[config.mk]
export PLATFORM = sky130hd
export DESIGN_NAME = sipw_top
export DESIGN_NICKNAME = d
export VERILOG_FILES = /design/src/shared/sipw_pkg.sv /design/src/logic/sipw_top.sv
export VERILOG_INCLUDE_DIRS = /design/src /design/src/shared
export SDC_FILE = /design/constraint.sdc
export NUM_CORES = 1
export LEC_CHECK = 0
export BUFFER_PORTS_ARGS = -buffer_cell sky130_fd_sc_hd__buf_2
export CORE_MARGIN = 2
export CORE_UTILIZATION = 30
export CTS_BUF_LIST = sky130_fd_sc_hd__clkbuf_8
export DETAILED_ROUTE_END_ITERATION = 10
export PLACE_DENSITY_LB_ADDON = 0.1
export SLEW_MARGIN = 20
export SYNTH_ARGS = -nofsm -noshare
export SYNTH_HDL_FRONTEND = slang
export SYNTH_SLANG_ARGS = --single-unit
[constraint.sdc]
create_clock -name hclk -period 1.95 [get_ports hclk]
set_input_delay 0.0975 -clock hclk [delete_from_list [all_inputs] [get_ports hclk]]
set_output_delay 0.0975 -clock hclk [all_outputs]
set_load 0.03 [all_outputs]
[src/shared/sipw_defs.svh]
// register offsets, field codes, reset values and timing counts of the system-integration slice
`ifndef SIPW_DEFS_SVH
`define SIPW_DEFS_SVH

`define SIPW_OFS_PIT_CTRL 8'h00
`define SIPW_OFS_PIT_MOD 8'h04
`define SIPW_OFS_WD_SVC 8'h08
`define SIPW_OFS_EDGE_FLAGS 8'h0c
`define SIPW_OFS_EDGE_VEC 8'h10
`define SIPW_OFS_EDGE_LVL 8'h14
`define SIPW_OFS_PORT_C 8'h18
`define SIPW_OFS_PIN_ASSIGN 8'h1c
`define SIPW_OFS_EDGE_CFG 8'h20

`define SIPW_REF_DIV 4
`define SIPW_FAST_MULT 128
`define SIPW_PRESCALE 512

`define SIPW_WD_KEY1 8'h55
`define SIPW_WD_KEY2 8'haa

`define SIPW_PIT_VEC_RST 8'h0f
`define SIPW_PIT_LVL_RST 3'h0
`define SIPW_EDGE_VEC_RST 8'h0f
`define SIPW_EDGE_LVL_RST 3'h0
`define SIPW_PIN_ASSIGN_RST 16'h3fff

`define SIPW_PF_DISCRETE 2'h0
`define SIPW_PF_ALTERNATE 2'h1
`define SIPW_PF_CS8 2'h2
`define SIPW_PF_CS16 2'h3

`define SIPW_EM_GPIO 2'h0
`define SIPW_EM_IRQ_IN 2'h1
`define SIPW_EM_RISE 2'h2
`define SIPW_EM_FALL 2'h3

`endif

[src/shared/sipw_pkg.sv]
// types shared by the system-integration slice
package sipw_pkg;

	typedef enum logic {
		wd_idle,
		wd_armed
	} sipw_wd_state_t;

	typedef struct packed {
		logic hsel;
		logic [31:0] haddr;
		logic [1:0] htrans;
		logic hwrite;
		logic [2:0] hsize;
		logic hready;
		logic [31:0] hwdata;
	} sipw_ahb_in_t;

	typedef struct packed {
		logic req;
		logic [2:0] level;
		logic [7:0] vector;
		logic src_pit;
	} sipw_irq_t;

	typedef struct packed {
		logic strapped;
		logic dp_valid;
		logic dp_write;
		logic [7:0] dp_addr;
		logic [31:0] hrdata;
		logic hreadyout;
		logic hresp;
		logic [2:0] pit_level;
		logic [7:0] pit_vector;
		logic periodic_prescale_select;
		logic [7:0] modulus;
		logic [9:0] base_cnt;
		logic [8:0] pre_cnt;
		logic [7:0] pit_cnt;
		logic pit_pend;
		sipw_wd_state_t wd_state;
		logic wd_restart;
		logic [7:0] flags;
		logic [7:0] seen;
		logic [15:0] edge_cfg;
		logic [7:0] pin_prev;
		logic [7:0] edge_vector;
		logic [2:0] edge_level;
		logic [7:0] port_c;
		logic [15:0] pin_assign;
		sipw_irq_t irq;
		logic [2:0] disc_out;
		logic [2:0] disc_oe;
	} sipw_state_t;

endpackage

[src/logic/sipw_top.sv]
// periodic timer, watchdog service, edge flags and chip-select pin assignment behind an AHB-Lite slave
//
// Notes on behaviour
// - prescale bit: divide by 1 or 512
// - slow reference: modulus times prescale times four
// - fast reference: further multiplied by 128
// - external clock: four system clocks per count
// - watchdog restarts only after 55 then AA
// - other accesses may sit between both writes
// - selected edge sets that pin's flag
// - flags stay set until software clears
// - clear needs flag read, then zero write
// - gpio or irq-input pins never change flags
// - programmable vector for edge interrupt
// - edge level resets zero; zero disables
// - edge interrupt loses same-level arbitration
// - port C latch drives discrete-output pins
// - field codes: discrete, alternate, cs8, cs16
// - boot field offers only chip-select codes
// - bits 15:14 read zero, bit 1 one
// - cs field upper bits and boot field low bit strapped from data lines
// - cs5-3 discrete bits 2-0; cs2-0 none
// - pin assignment writable any time after reset
// - periodic level zero disables timer interrupt
// - periodic vector supplied on acknowledge
`timescale 1ns/1ps
`include "sipw_defs.svh"

module sipw_top
	import sipw_pkg::*;
(
	input wire logic hclk,
	input wire logic hresetn,
	input wire sipw_ahb_in_t ahb_in,
	output logic [31:0] hrdata,
	output logic hreadyout,
	output logic hresp,
	input wire logic mode_clock_pin,
	input wire logic [2:0] data_bus_strap,
	input wire logic fast_ref,
	input wire logic ext_clock,
	input wire logic [7:0] port_f_pins,
	input wire logic irq_ack,
	output sipw_irq_t irq,
	output logic wd_restart,
	output logic [15:0] pin_function,
	output logic [2:0] discrete_out,
	output logic [2:0] discrete_out_en
);

	sipw_state_t st_ff;
	sipw_state_t nxt_st;

	logic accept;
	logic dp_wr;
	logic [7:0] wr_byte;
	logic [7:0] edge_hit;
	logic [7:0] quiet_pin;
	logic [7:0] clr_mask;
	logic [9:0] base_len;
	logic base_tick;
	logic pre_wrap;
	logic pre_tick;
	logic pit_act;
	logic edge_act;
	logic [31:0] rd_val;

	assign accept = ahb_in.hsel && ahb_in.htrans[1] && ahb_in.hready;
	assign dp_wr = st_ff.dp_valid && st_ff.dp_write;
	assign wr_byte = ahb_in.hwdata[7:0];

	// a flag clears only where the last read of the flag register saw it set
	assign clr_mask = (dp_wr && st_ff.dp_addr == `SIPW_OFS_EDGE_FLAGS) ? (~wr_byte & st_ff.seen) : 8'h00;

	genvar gi;
	generate
		for (gi = 0; gi < 8; gi++) begin : g_edge
			logic [1:0] mode;
			assign mode = st_ff.edge_cfg[2*gi +: 2];
			assign quiet_pin[gi] = !mode[1];
			// gpio and irq-input modes give no hit at all
			assign edge_hit[gi] = (mode == `SIPW_EM_RISE && port_f_pins[gi] && !st_ff.pin_prev[gi]) ||
				(mode == `SIPW_EM_FALL && !port_f_pins[gi] && st_ff.pin_prev[gi]);
		end
	endgenerate

	// fast reference stretches each timebase step by 128; external clock ignores reference type
	assign base_len = (fast_ref && !ext_clock) ? 10'(`SIPW_REF_DIV * `SIPW_FAST_MULT) :
		10'(`SIPW_REF_DIV);
	// a step cut short by a mode change mid-count ends at once instead of running round the counter
	assign base_tick = (st_ff.base_cnt >= base_len - 10'h001);
	assign pre_wrap = !st_ff.periodic_prescale_select || (st_ff.pre_cnt == 9'(`SIPW_PRESCALE - 1));
	assign pre_tick = base_tick && pre_wrap;

	assign pit_act = st_ff.pit_pend && (st_ff.pit_level != 3'h0);
	assign edge_act = (st_ff.flags != 8'h00) && (st_ff.edge_level != 3'h0);

	always_comb begin
		rd_val = 32'h0000_0000;
		case (ahb_in.haddr[7:0])
			`SIPW_OFS_PIT_CTRL: rd_val = {21'h000000, st_ff.pit_level, st_ff.pit_vector};
			`SIPW_OFS_PIT_MOD: rd_val = {23'h000000, st_ff.periodic_prescale_select, st_ff.modulus};
			`SIPW_OFS_WD_SVC: rd_val = 32'h0000_0000;
			`SIPW_OFS_EDGE_FLAGS: rd_val = {24'h000000, st_ff.flags};
			`SIPW_OFS_EDGE_VEC: rd_val = {24'h000000, st_ff.edge_vector};
			`SIPW_OFS_EDGE_LVL: rd_val = {29'h00000000, st_ff.edge_level};
			`SIPW_OFS_PORT_C: rd_val = {24'h000000, st_ff.port_c};
			`SIPW_OFS_PIN_ASSIGN: rd_val = {16'h0000, st_ff.pin_assign};
			`SIPW_OFS_EDGE_CFG: rd_val = {16'h0000, st_ff.edge_cfg};
			default: rd_val = 32'h0000_0000;
		endcase
		if (ahb_in.haddr[31:8] != 24'h000000) begin
			rd_val = 32'h0000_0000;
		end
	end

	always_comb begin
		nxt_st = st_ff;
		nxt_st.wd_restart = 1'b0;
		nxt_st.hreadyout = 1'b1;
		nxt_st.hresp = 1'b0;

		// straps are caught on the first edge after release, never under the async reset
		if (!st_ff.strapped) begin
			nxt_st.strapped = 1'b1;
			nxt_st.periodic_prescale_select = mode_clock_pin;
			nxt_st.pin_assign[13] = data_bus_strap[2];
			nxt_st.pin_assign[11] = data_bus_strap[2];
			nxt_st.pin_assign[9] = data_bus_strap[2];
			nxt_st.pin_assign[7] = data_bus_strap[1];
			nxt_st.pin_assign[5] = data_bus_strap[1];
			nxt_st.pin_assign[3] = data_bus_strap[1];
			nxt_st.pin_assign[0] = data_bus_strap[0];
		end

		// periodic timebase and prescaler
		nxt_st.base_cnt = base_tick ? 10'h000 : st_ff.base_cnt + 10'h001;
		if (base_tick) begin
			nxt_st.pre_cnt = pre_wrap ? 9'h000 : st_ff.pre_cnt + 9'h001;
		end

		// acknowledge clears the pending timer request; a new expiry in the same cycle wins below
		if (irq_ack && st_ff.irq.req && st_ff.irq.src_pit) begin
			nxt_st.pit_pend = 1'b0;
		end
		if (st_ff.modulus == 8'h00) begin
			nxt_st.pit_cnt = 8'h00;
		end else if (pre_tick) begin
			if (st_ff.pit_cnt <= 8'h01) begin
				nxt_st.pit_cnt = st_ff.modulus;
				nxt_st.pit_pend = 1'b1;
			end else begin
				nxt_st.pit_cnt = st_ff.pit_cnt - 8'h01;
			end
		end

		// edge flags: set wins over clear
		nxt_st.pin_prev = port_f_pins;
		nxt_st.flags = (st_ff.flags & ~clr_mask) | edge_hit;

		// data phase of a write
		if (dp_wr) begin
			case (st_ff.dp_addr)
				`SIPW_OFS_PIT_CTRL: begin
					nxt_st.pit_level = ahb_in.hwdata[10:8];
					nxt_st.pit_vector = wr_byte;
				end
				`SIPW_OFS_PIT_MOD: begin
					nxt_st.periodic_prescale_select = ahb_in.hwdata[8];
					nxt_st.modulus = wr_byte;
					// restart the interval from the new modulus
					nxt_st.pit_cnt = wr_byte;
					nxt_st.pre_cnt = 9'h000;
				end
				`SIPW_OFS_WD_SVC: begin
					// any other value breaks the pair; other registers leave it alone
					if (wr_byte == `SIPW_WD_KEY1) begin
						nxt_st.wd_state = wd_armed;
					end else if (wr_byte == `SIPW_WD_KEY2 && st_ff.wd_state == wd_armed) begin
						nxt_st.wd_state = wd_idle;
						nxt_st.wd_restart = 1'b1;
					end else begin
						nxt_st.wd_state = wd_idle;
					end
				end
				`SIPW_OFS_EDGE_FLAGS: begin
					nxt_st.seen = 8'h00;
				end
				`SIPW_OFS_EDGE_VEC: begin
					nxt_st.edge_vector = wr_byte;
				end
				`SIPW_OFS_EDGE_LVL: begin
					nxt_st.edge_level = ahb_in.hwdata[2:0];
				end
				`SIPW_OFS_PORT_C: begin
					nxt_st.port_c = wr_byte;
				end
				`SIPW_OFS_PIN_ASSIGN: begin
					// top pair stays zero, boot high bit stays one so only chip-select codes remain
					nxt_st.pin_assign = {2'h0, ahb_in.hwdata[13:2], 1'b1, ahb_in.hwdata[0]};
				end
				`SIPW_OFS_EDGE_CFG: begin
					nxt_st.edge_cfg = ahb_in.hwdata[15:0];
				end
				default: begin
					nxt_st.dp_valid = st_ff.dp_valid;
				end
			endcase
		end

		// address phase; zero wait states, so read data is captured here
		if (accept) begin
			nxt_st.dp_valid = 1'b1;
			nxt_st.dp_write = ahb_in.hwrite;
			nxt_st.dp_addr = (ahb_in.haddr[31:8] == 24'h000000) ? ahb_in.haddr[7:0] : 8'hfc;
			if (!ahb_in.hwrite) begin
				nxt_st.hrdata = rd_val;
				if (ahb_in.haddr == {24'h000000, `SIPW_OFS_EDGE_FLAGS}) begin
					nxt_st.seen = st_ff.flags;
				end
			end
		end else begin
			nxt_st.dp_valid = 1'b0;
		end

		// arbitration: timer wins ties, so the edge source loses at equal level
		if (pit_act && (!edge_act || st_ff.pit_level >= st_ff.edge_level)) begin
			nxt_st.irq.req = 1'b1;
			nxt_st.irq.level = st_ff.pit_level;
			nxt_st.irq.vector = st_ff.pit_vector;
			nxt_st.irq.src_pit = 1'b1;
		end else if (edge_act) begin
			nxt_st.irq.req = 1'b1;
			nxt_st.irq.level = st_ff.edge_level;
			nxt_st.irq.vector = st_ff.edge_vector;
			nxt_st.irq.src_pit = 1'b0;
		end else begin
			nxt_st.irq = '0;
		end

		// cs3..cs5 carry discrete bits 0..2; cs0..cs2 have no discrete output
		for (int i = 0; i < 3; i++) begin
			nxt_st.disc_oe[i] = (st_ff.pin_assign[8 + 2*i +: 2] == `SIPW_PF_DISCRETE);
			nxt_st.disc_out[i] = st_ff.port_c[i];
		end
	end

	always_ff @(posedge hclk or negedge hresetn) begin
		if (!hresetn) begin
			st_ff <= '0;
			st_ff.hreadyout <= 1'b1;
			st_ff.pit_vector <= `SIPW_PIT_VEC_RST;
			st_ff.pit_level <= `SIPW_PIT_LVL_RST;
			st_ff.edge_vector <= `SIPW_EDGE_VEC_RST;
			st_ff.edge_level <= `SIPW_EDGE_LVL_RST;
			st_ff.pin_assign <= `SIPW_PIN_ASSIGN_RST;
			st_ff.wd_state <= wd_idle;
		end else begin
			st_ff <= nxt_st;
		end
	end

	assign hrdata = st_ff.hrdata;
	assign hreadyout = st_ff.hreadyout;
	assign hresp = st_ff.hresp;
	assign irq = st_ff.irq;
	assign wd_restart = st_ff.wd_restart;
	assign pin_function = st_ff.pin_assign;
	assign discrete_out = st_ff.disc_out;
	assign discrete_out_en = st_ff.disc_oe;
endmodule

==> summary.md, run 1 <==
| Metric | Value |
|---|---|
| Row cnt | between 60 and 70 |
| DP HPWL | a little under 20 mm |
| Worst-case clock skew | between 0.015 and 0.02 ns |
| Final ANT Viol Nets | 0 |
| Lkg Pwr | slightly below 5 nW |
| Design Area, Final | between 10,000 and 15,000 µm² |
| Seq/Total Area, Yosys | between 40% and 50% |
| EDFF count, synth | 0 |
| Horiz. Die Dim | around 170 µm |
| Final min period | roughly 2 ns |
| Distinct cells, synth | 70 |
| Clk Tree Root Cell | clkbuf_8 |
| Cell taking the most area after synthesis | dfrtp_1 |
| Mapped Area | between 8000 and 9000 µm² |
| Gr ovfl total | 0 |
| Pre-antenna DRT Iters | 5 |
| F_max | between 0.4 and 0.5 GHz |
| Share of post-route cells with drive strength above 1 | 37.56% |
| CTS clk-pin slew, worst paths | approximately 0.10 ns |
| TritonCTS Buffers | 17 |
| Routed len/inst | 18.52 µm |
| WP data required | around 2.4 ns |
| Nets | 1,140 |
| Die ar. | 30,210 µm² |
| Vias in the first global route | 6,940 |
| Period utilisation layout | 103.1% |
| Crit path launch | st_ff[122] |
| Clock Path Buffers | 2 |
| I/O pin total | ~160 |
| Synth top area share | a little over two fifths |
| Power Total | between 0.008 and 0.009 W |
| Pins over their slew limit | 0 |
| Arrival time worst endpoint | 2.41 ns |
| Initial antenna violation count | 0 |
| Final setup margin | -0.06039 ns |
| Reg2Reg Depth | 7 |
| Setup_tns | -0.1978 ns |
| DIE HEIGHT | 173.8 µm |
| Worst relative slew slack | 61.66% |
| Mean Syn Cell Area | 10.19 µm² |
| HP Start | ahb_in[7] |
| Via density per instance | 4.781 |
| Pre-CTS WS | -0.2726 ns |
| Crit-path max FO | 4 |
| Top FF cell, synth | dfrtp_1 |
| N_diodes | 0 |
| Clk Latency, worst-skew pair | around 0.46 ns |
| Hold Violations, Final | 0 |
| Mapped Cells | approximately 850 |
| Largest net degree at the start of global routing | between 40 and 50 |
| First DRT Iteration DRCs | ~440 |
| Cell Pwr Density | 819.9 nW/µm² |
| Failing checks | setup timing |
| Layout area overhead | 26.80% |
| Endpoints failing setup | 5 |
| Warnings, synthesis | 0 |
| Setup crit end kind | register |
| # DRC | 0 |
| FF-to-FF End | st_ff[110] |
| GPL Wtd Cong | between 0.8 and 0.9 |
| R2R setup slack | -0.06 ns |
| Async SR Flop Fraction | 100.0% |
| H-tree lvl count | 4 |
| Number of max-cap violations | 0 |
| Max IR drop VDD | roughly 540 µV |
| Via count | between 6,000 and 7,000 |
| Setup CP Type | reg -> reg |
| Status | complete, but fails checks |
| PortBufs | approximately 120 |
| CTS tree | built |
| Startpoint Class | register |
| Initial Util | 30.30% |
| GRT Util Overall | 17.78% |
| CTS sink count | about 170 |
| Core region area | 28,550 µm² |
| Global-route wire length before repair | roughly 41 mm |
| RSZ-0062 raised after global routing | true |
| R2r startpoint | st_ff[122] |
| Seq cells post-synth | about 170 |
| Critical Path End | st_ff[110] |
| Placed cell area | roughly 10000 µm² |
| Worst slew pin tran | around 0.57 ns |
| Total Wirelength | roughly 27 mm |
| Area contributors post-synth | dfrtp_1, mux2_2, dfstp_2 |
| Hold crit path type | in -> reg |
cells in the mapped netlist (20+ instances only):
library cell and instances:
o21ai_0 46, mux2_2 56, dfrtp_1 147, dfstp_2 21, clkbuf_1 22, mux2i_1 24
nor2_1 67, inv_1 21, nand2_1 120, buf_4 71, a21oi_1 36, nand3_1 20
registers in the layout, indices dropped and copies added, names as in the netlist:
| name | flops |
|---|---|
| st_ff | 100 |
| g_edge.mode | 16 |
| wd_restart | 1 |
| discrete_out | 3 |
| discrete_out_en | 3 |
| nxt_st | 3 |
| irq | 13 |
| pin_function | 13 |
| hrdata | 16 |
report_power, final:
part	switching [W]	total, W	internal (W)
registers	0.000244	0.00405	0.00380
clock network	0.00142	0.00272	0.00130
logic	0.00121	0.00223	0.00101
area by class of cell:
class	instances	area, µm²
fillers	2929	17580
flip-flops and latches	168	4230
multi-input cells	574	3994
repair buffers	254	1760
well taps	384	480.5
clock buffers	17	234.0
clock inverters	15	190.2
inverters	21	78.83
critical path: stages (launching register included):
cell      delay (ns)
dfrtp_1         0.42
ha_4            0.28
nand4b_1        0.20
a211oi_2        0.21
buf_4           0.17
nor3_2          0.06
or4_1           0.49
a21oi_2         0.12
how the worst min path moves through the flow:
stage,end,slack [ns],cells after the start
floorplan,discrete_out[0],-0.20,0
global placement,irq[2],0.08,1
detailed placement,irq[2],0.08,1
CTS,pin_function[0],0.001,3
global route,st_ff[129],0.02,3
finish,st_ff[131],0.03,3
cell usage in the layout, fill, tap and decap left out, drive strengths merged, types with 20 or more instances in the layout:
| cell | n |
|---|---|
| a21oi | 36 |
| buf | 225 |
| conb | 22 |
| dfrtp | 147 |
| dfstp | 21 |
| dlygate4sd3 | 29 |
| inv | 27 |
| mux2 | 56 |
| mux2i | 24 |
| nand2 | 122 |
| nand3 | 20 |
| nor2 | 67 |
| o21ai | 46 |
routing by layer:
| metal | up-vias | GRT usage (%) | wire [µm] |
|---|---|---|---|
| li1 | 3280 | - | - |
| met1 | 3417 | 23.78 | 12230 |
| met2 | 137 | 29.91 | 13080 |
| met3 | 17 | 2.851 | 825 |
| met4 | 0 | 4.797 | 399 |
| met5 | - | 0 | 0 |
timing repair:
item,CTS,global route
gates resized for setup,27,36
setup endpoints to repair,50,63
setup buffers,5,6
endpoints found under the hold margin,198,0
hold buffers,29,0
gates cloned,1,2
pin swaps,9,11
metrics by stage:
stage | utilization, % | hold WS [ns] | std cells
6_report | 38.42 | 0.03035 | 1433
5_1_grt | 38.42 | 0.01632 | 1433
4_1_cts | 37.67 | 0.001399 | 1425
3_5_place_dp | 34.64 | 0.08375 | 1360
3_3_place_gp | 34.64 | 0.08367 | 1360
2_1_floorplan | - | -0.1981 | 869
kinds of logic (layout without fill, tap and decap cells):
kind of cell	count (synthesis)	in the layout	synth area share (%)
AOI/OAI and AO/OA	150	150	11.34
buffers and inverters	128	307	8.853
muxes	83	83	10.85
other	2	22	0.08683
DFF	168	168	48.91
and+or+nand+nor	288	289	16.27
adders and majority gates	15	15	2.170
xor gates and xnor gates	15	15	1.519
(Power assumes the default switching activity.)
==> run 2, diff against run 1 <==
Settings changed: CELL_PAD_IN_SITES_DETAIL_PLACEMENT set to 0, CELL_PAD_IN_SITES_GLOBAL_PLACEMENT set to 1.
==> summary.md, run 2 (synthesis results as in run 1) <==
| Metric | Value |
|---|---|
| Status | complete, but fails checks |
| Failing checks | setup timing |
| Fill cell count | 2,929 |
| # DRC | 0 |
| Total Wirelength | ~27 mm |
| Row cnt | 62 |
| Via count | ~6,700 |
| F_max | ~0.5 GHz |
| Placed cell area | 9791 µm² |
| Hold Violations, Final | 0 |
| Die ar. | 30,210 µm² |
| WL met3 | roughly 760 µm |
| I/O pin total | ~160 |
| N_diodes | 0 |
| First DRT Iteration DRCs | 298 |
| Lkg Pwr | 4.901 nW |
| TritonCTS Buffers | 17 |
| Routed wl met2 | around 13 mm |
| Initial antenna violation count | 0 |
| Routed len/inst | roughly 19 µm |
| CTS sink count | ~170 |
| CTS clk-pin slew, worst paths | ~0.10 ns |
| DP HPWL | between 15 and 20 mm |
| M1 WL | approximately 13 mm |
| Pre-antenna DRT Iters | 6 |
| Period utilisation layout | 104.6% |
| RSZ-0062 raised after global routing | true |
| H-tree lvl count | 4 |
| Clock Path Buffers | 2 |
| Power Total | around 0.0093 W |
| Final min period | slightly above 2 ns |
| Via density per instance | ~4.7 |
| Final setup margin | -0.09054 ns |
| Number of max-cap violations | 0 |
| Worst-case clock skew | between 0.015 and 0.02 ns |
| Post-layout util | approximately two fifths |
| GRT Util Overall | between 10% and 20% |
| Hold crit path type | in -> reg |
| Pre-CTS WS | -0.3443 ns |
| Gr ovfl total | 0 |
| Final ANT Viol Nets | 0 |
| Global-route wire length before repair | slightly above 40 mm |
| Share of post-route cells with drive strength above 1 | between 30% and 40% |
| Most flops, register | st_ff |
| DIE HEIGHT | ~170 µm |
| Setup CP Type | reg -> reg |
| Design Area, Final | between 10,000 and 15,000 µm² |
| Initial Util | a little under a third |
| Setup crit end kind | register |
| Commonest cells after routing, fill and taps aside | dfrtp_1, buf_2, nand2_1 |
| Worst relative slew slack | a little under three fifths |
| Core region area | between 20,000 and 30,000 µm² |
| Most common cell after layout, fill and taps aside | dfrtp_1 |
| Worst slew pin tran | approximately 0.65 ns |
| Startpoint Class | register |
| GPL Wtd Cong | a little under 0.8 |
| Max IR drop VDD | ~660 µV |
| Clk Latency, worst-skew pair | between 0.4 and 0.5 ns |
| Largest net degree at the start of global routing | 110 |
| Crit-path max FO | 4 |
| PortBufs | 117 |
| Cell Pwr Density | between 800 and 900 nW/µm² |
| Pins over their slew limit | 0 |
| Vias in the first global route | 6,916 |
| Arrival time worst endpoint | about 2.4 ns |
| Layout area overhead | 26.18% |
| WP data required | roughly 2.3 ns |
| Clk Tree Root Cell | clkbuf_8 |
| Horiz. Die Dim | approximately 170 µm |
| Top Metal Used | met4 |
| Endpoints failing setup | 10 |
| Max FFs per register | 100 |
| Nets | ~1,100 |
| CTS tree | built |
[run 2: cell count changes in the layout (fill, tap and decap cells not counted), moves of 3 or more]
cell / change
inv_6: -3
inv_1: +5
buf_4: -10
inv_8: -3
bufinv_16: +3
dlygate4sd3_1: -3
[run 2: cell type report]
type	instances	area [µm²]	share of cell area (%)
clock buffer	18	247.7	2.270
clock inverter	14	219.0	2.006
inverter	21	78.83	0.7222
multi-input combinational	574	3966	36.34
sequential	168	4233	38.78
tap	384	480.5	4.402
timing repair buffer	241	1689	15.48
[run 2: critical path, cell delays in order (launching register included)]
cell and delay (ns):
dfrtp_1 0.43, ha_4 0.28, nand4b_1 0.18, a211oi_4 0.34, nor3_2 0.11, or4_1 0.50
a21oi_2 0.12
[run 2: per-layer routing]
layer  track usage, %  up-vias
met5                0        -
li1                 -     3254
met1            24.76     3348
met4            3.711        0
met3            3.224        9
met2            29.53      103
[run 2: worst paths after layout]
check | start | end | slack, ns | depth (start not counted)
setup reg to reg | st_ff[121] | st_ff[110] | -0.09 | 6
max in group asynchronous | hresetn | st_ff[91] | 1.16 | 3
setup / recovery | st_ff[121] | st_ff[110] | -0.09 | 6
hold / removal | ahb_in[45] | st_ff[184] | 0.04 | 3
hold reg to reg | nxt_st[4] | discrete_out[1] | 0.42 | 0
min in group asynchronous | hresetn | irq[3] | 0.18 | 3
[run 2: per-stage QoR]
step	hold WS [ns]	TNS [ns]	std cells
2_1_floorplan	-0.1981	-0.1220	869
3_3_place_gp	0.1164	-5.908	1347
3_5_place_dp	0.1097	-5.886	1347
4_1_cts	0.0006485	-0.6071	1413
5_1_grt	0.03556	-1.248	1420
6_report	0.03772	-0.4950	1420
[run 2: report_power, final]
group	total [W]	internal (W)	switching, W
Combinational	0.00232	0.00107	0.00125
Sequential	0.00404	0.00380	0.000241
Clock	0.00299	0.00167	0.00132
Total	0.00935	0.00654	0.00281
[run 2: what timing repair did]
item	CTS	global route
buffers inserted	9	10
hold buffers	26	0
resized for setup	22	37
endpoints found under the hold margin	189	0
gates cloned	0	1
endpoints found under the setup margin	30	65
pin swaps	12	21
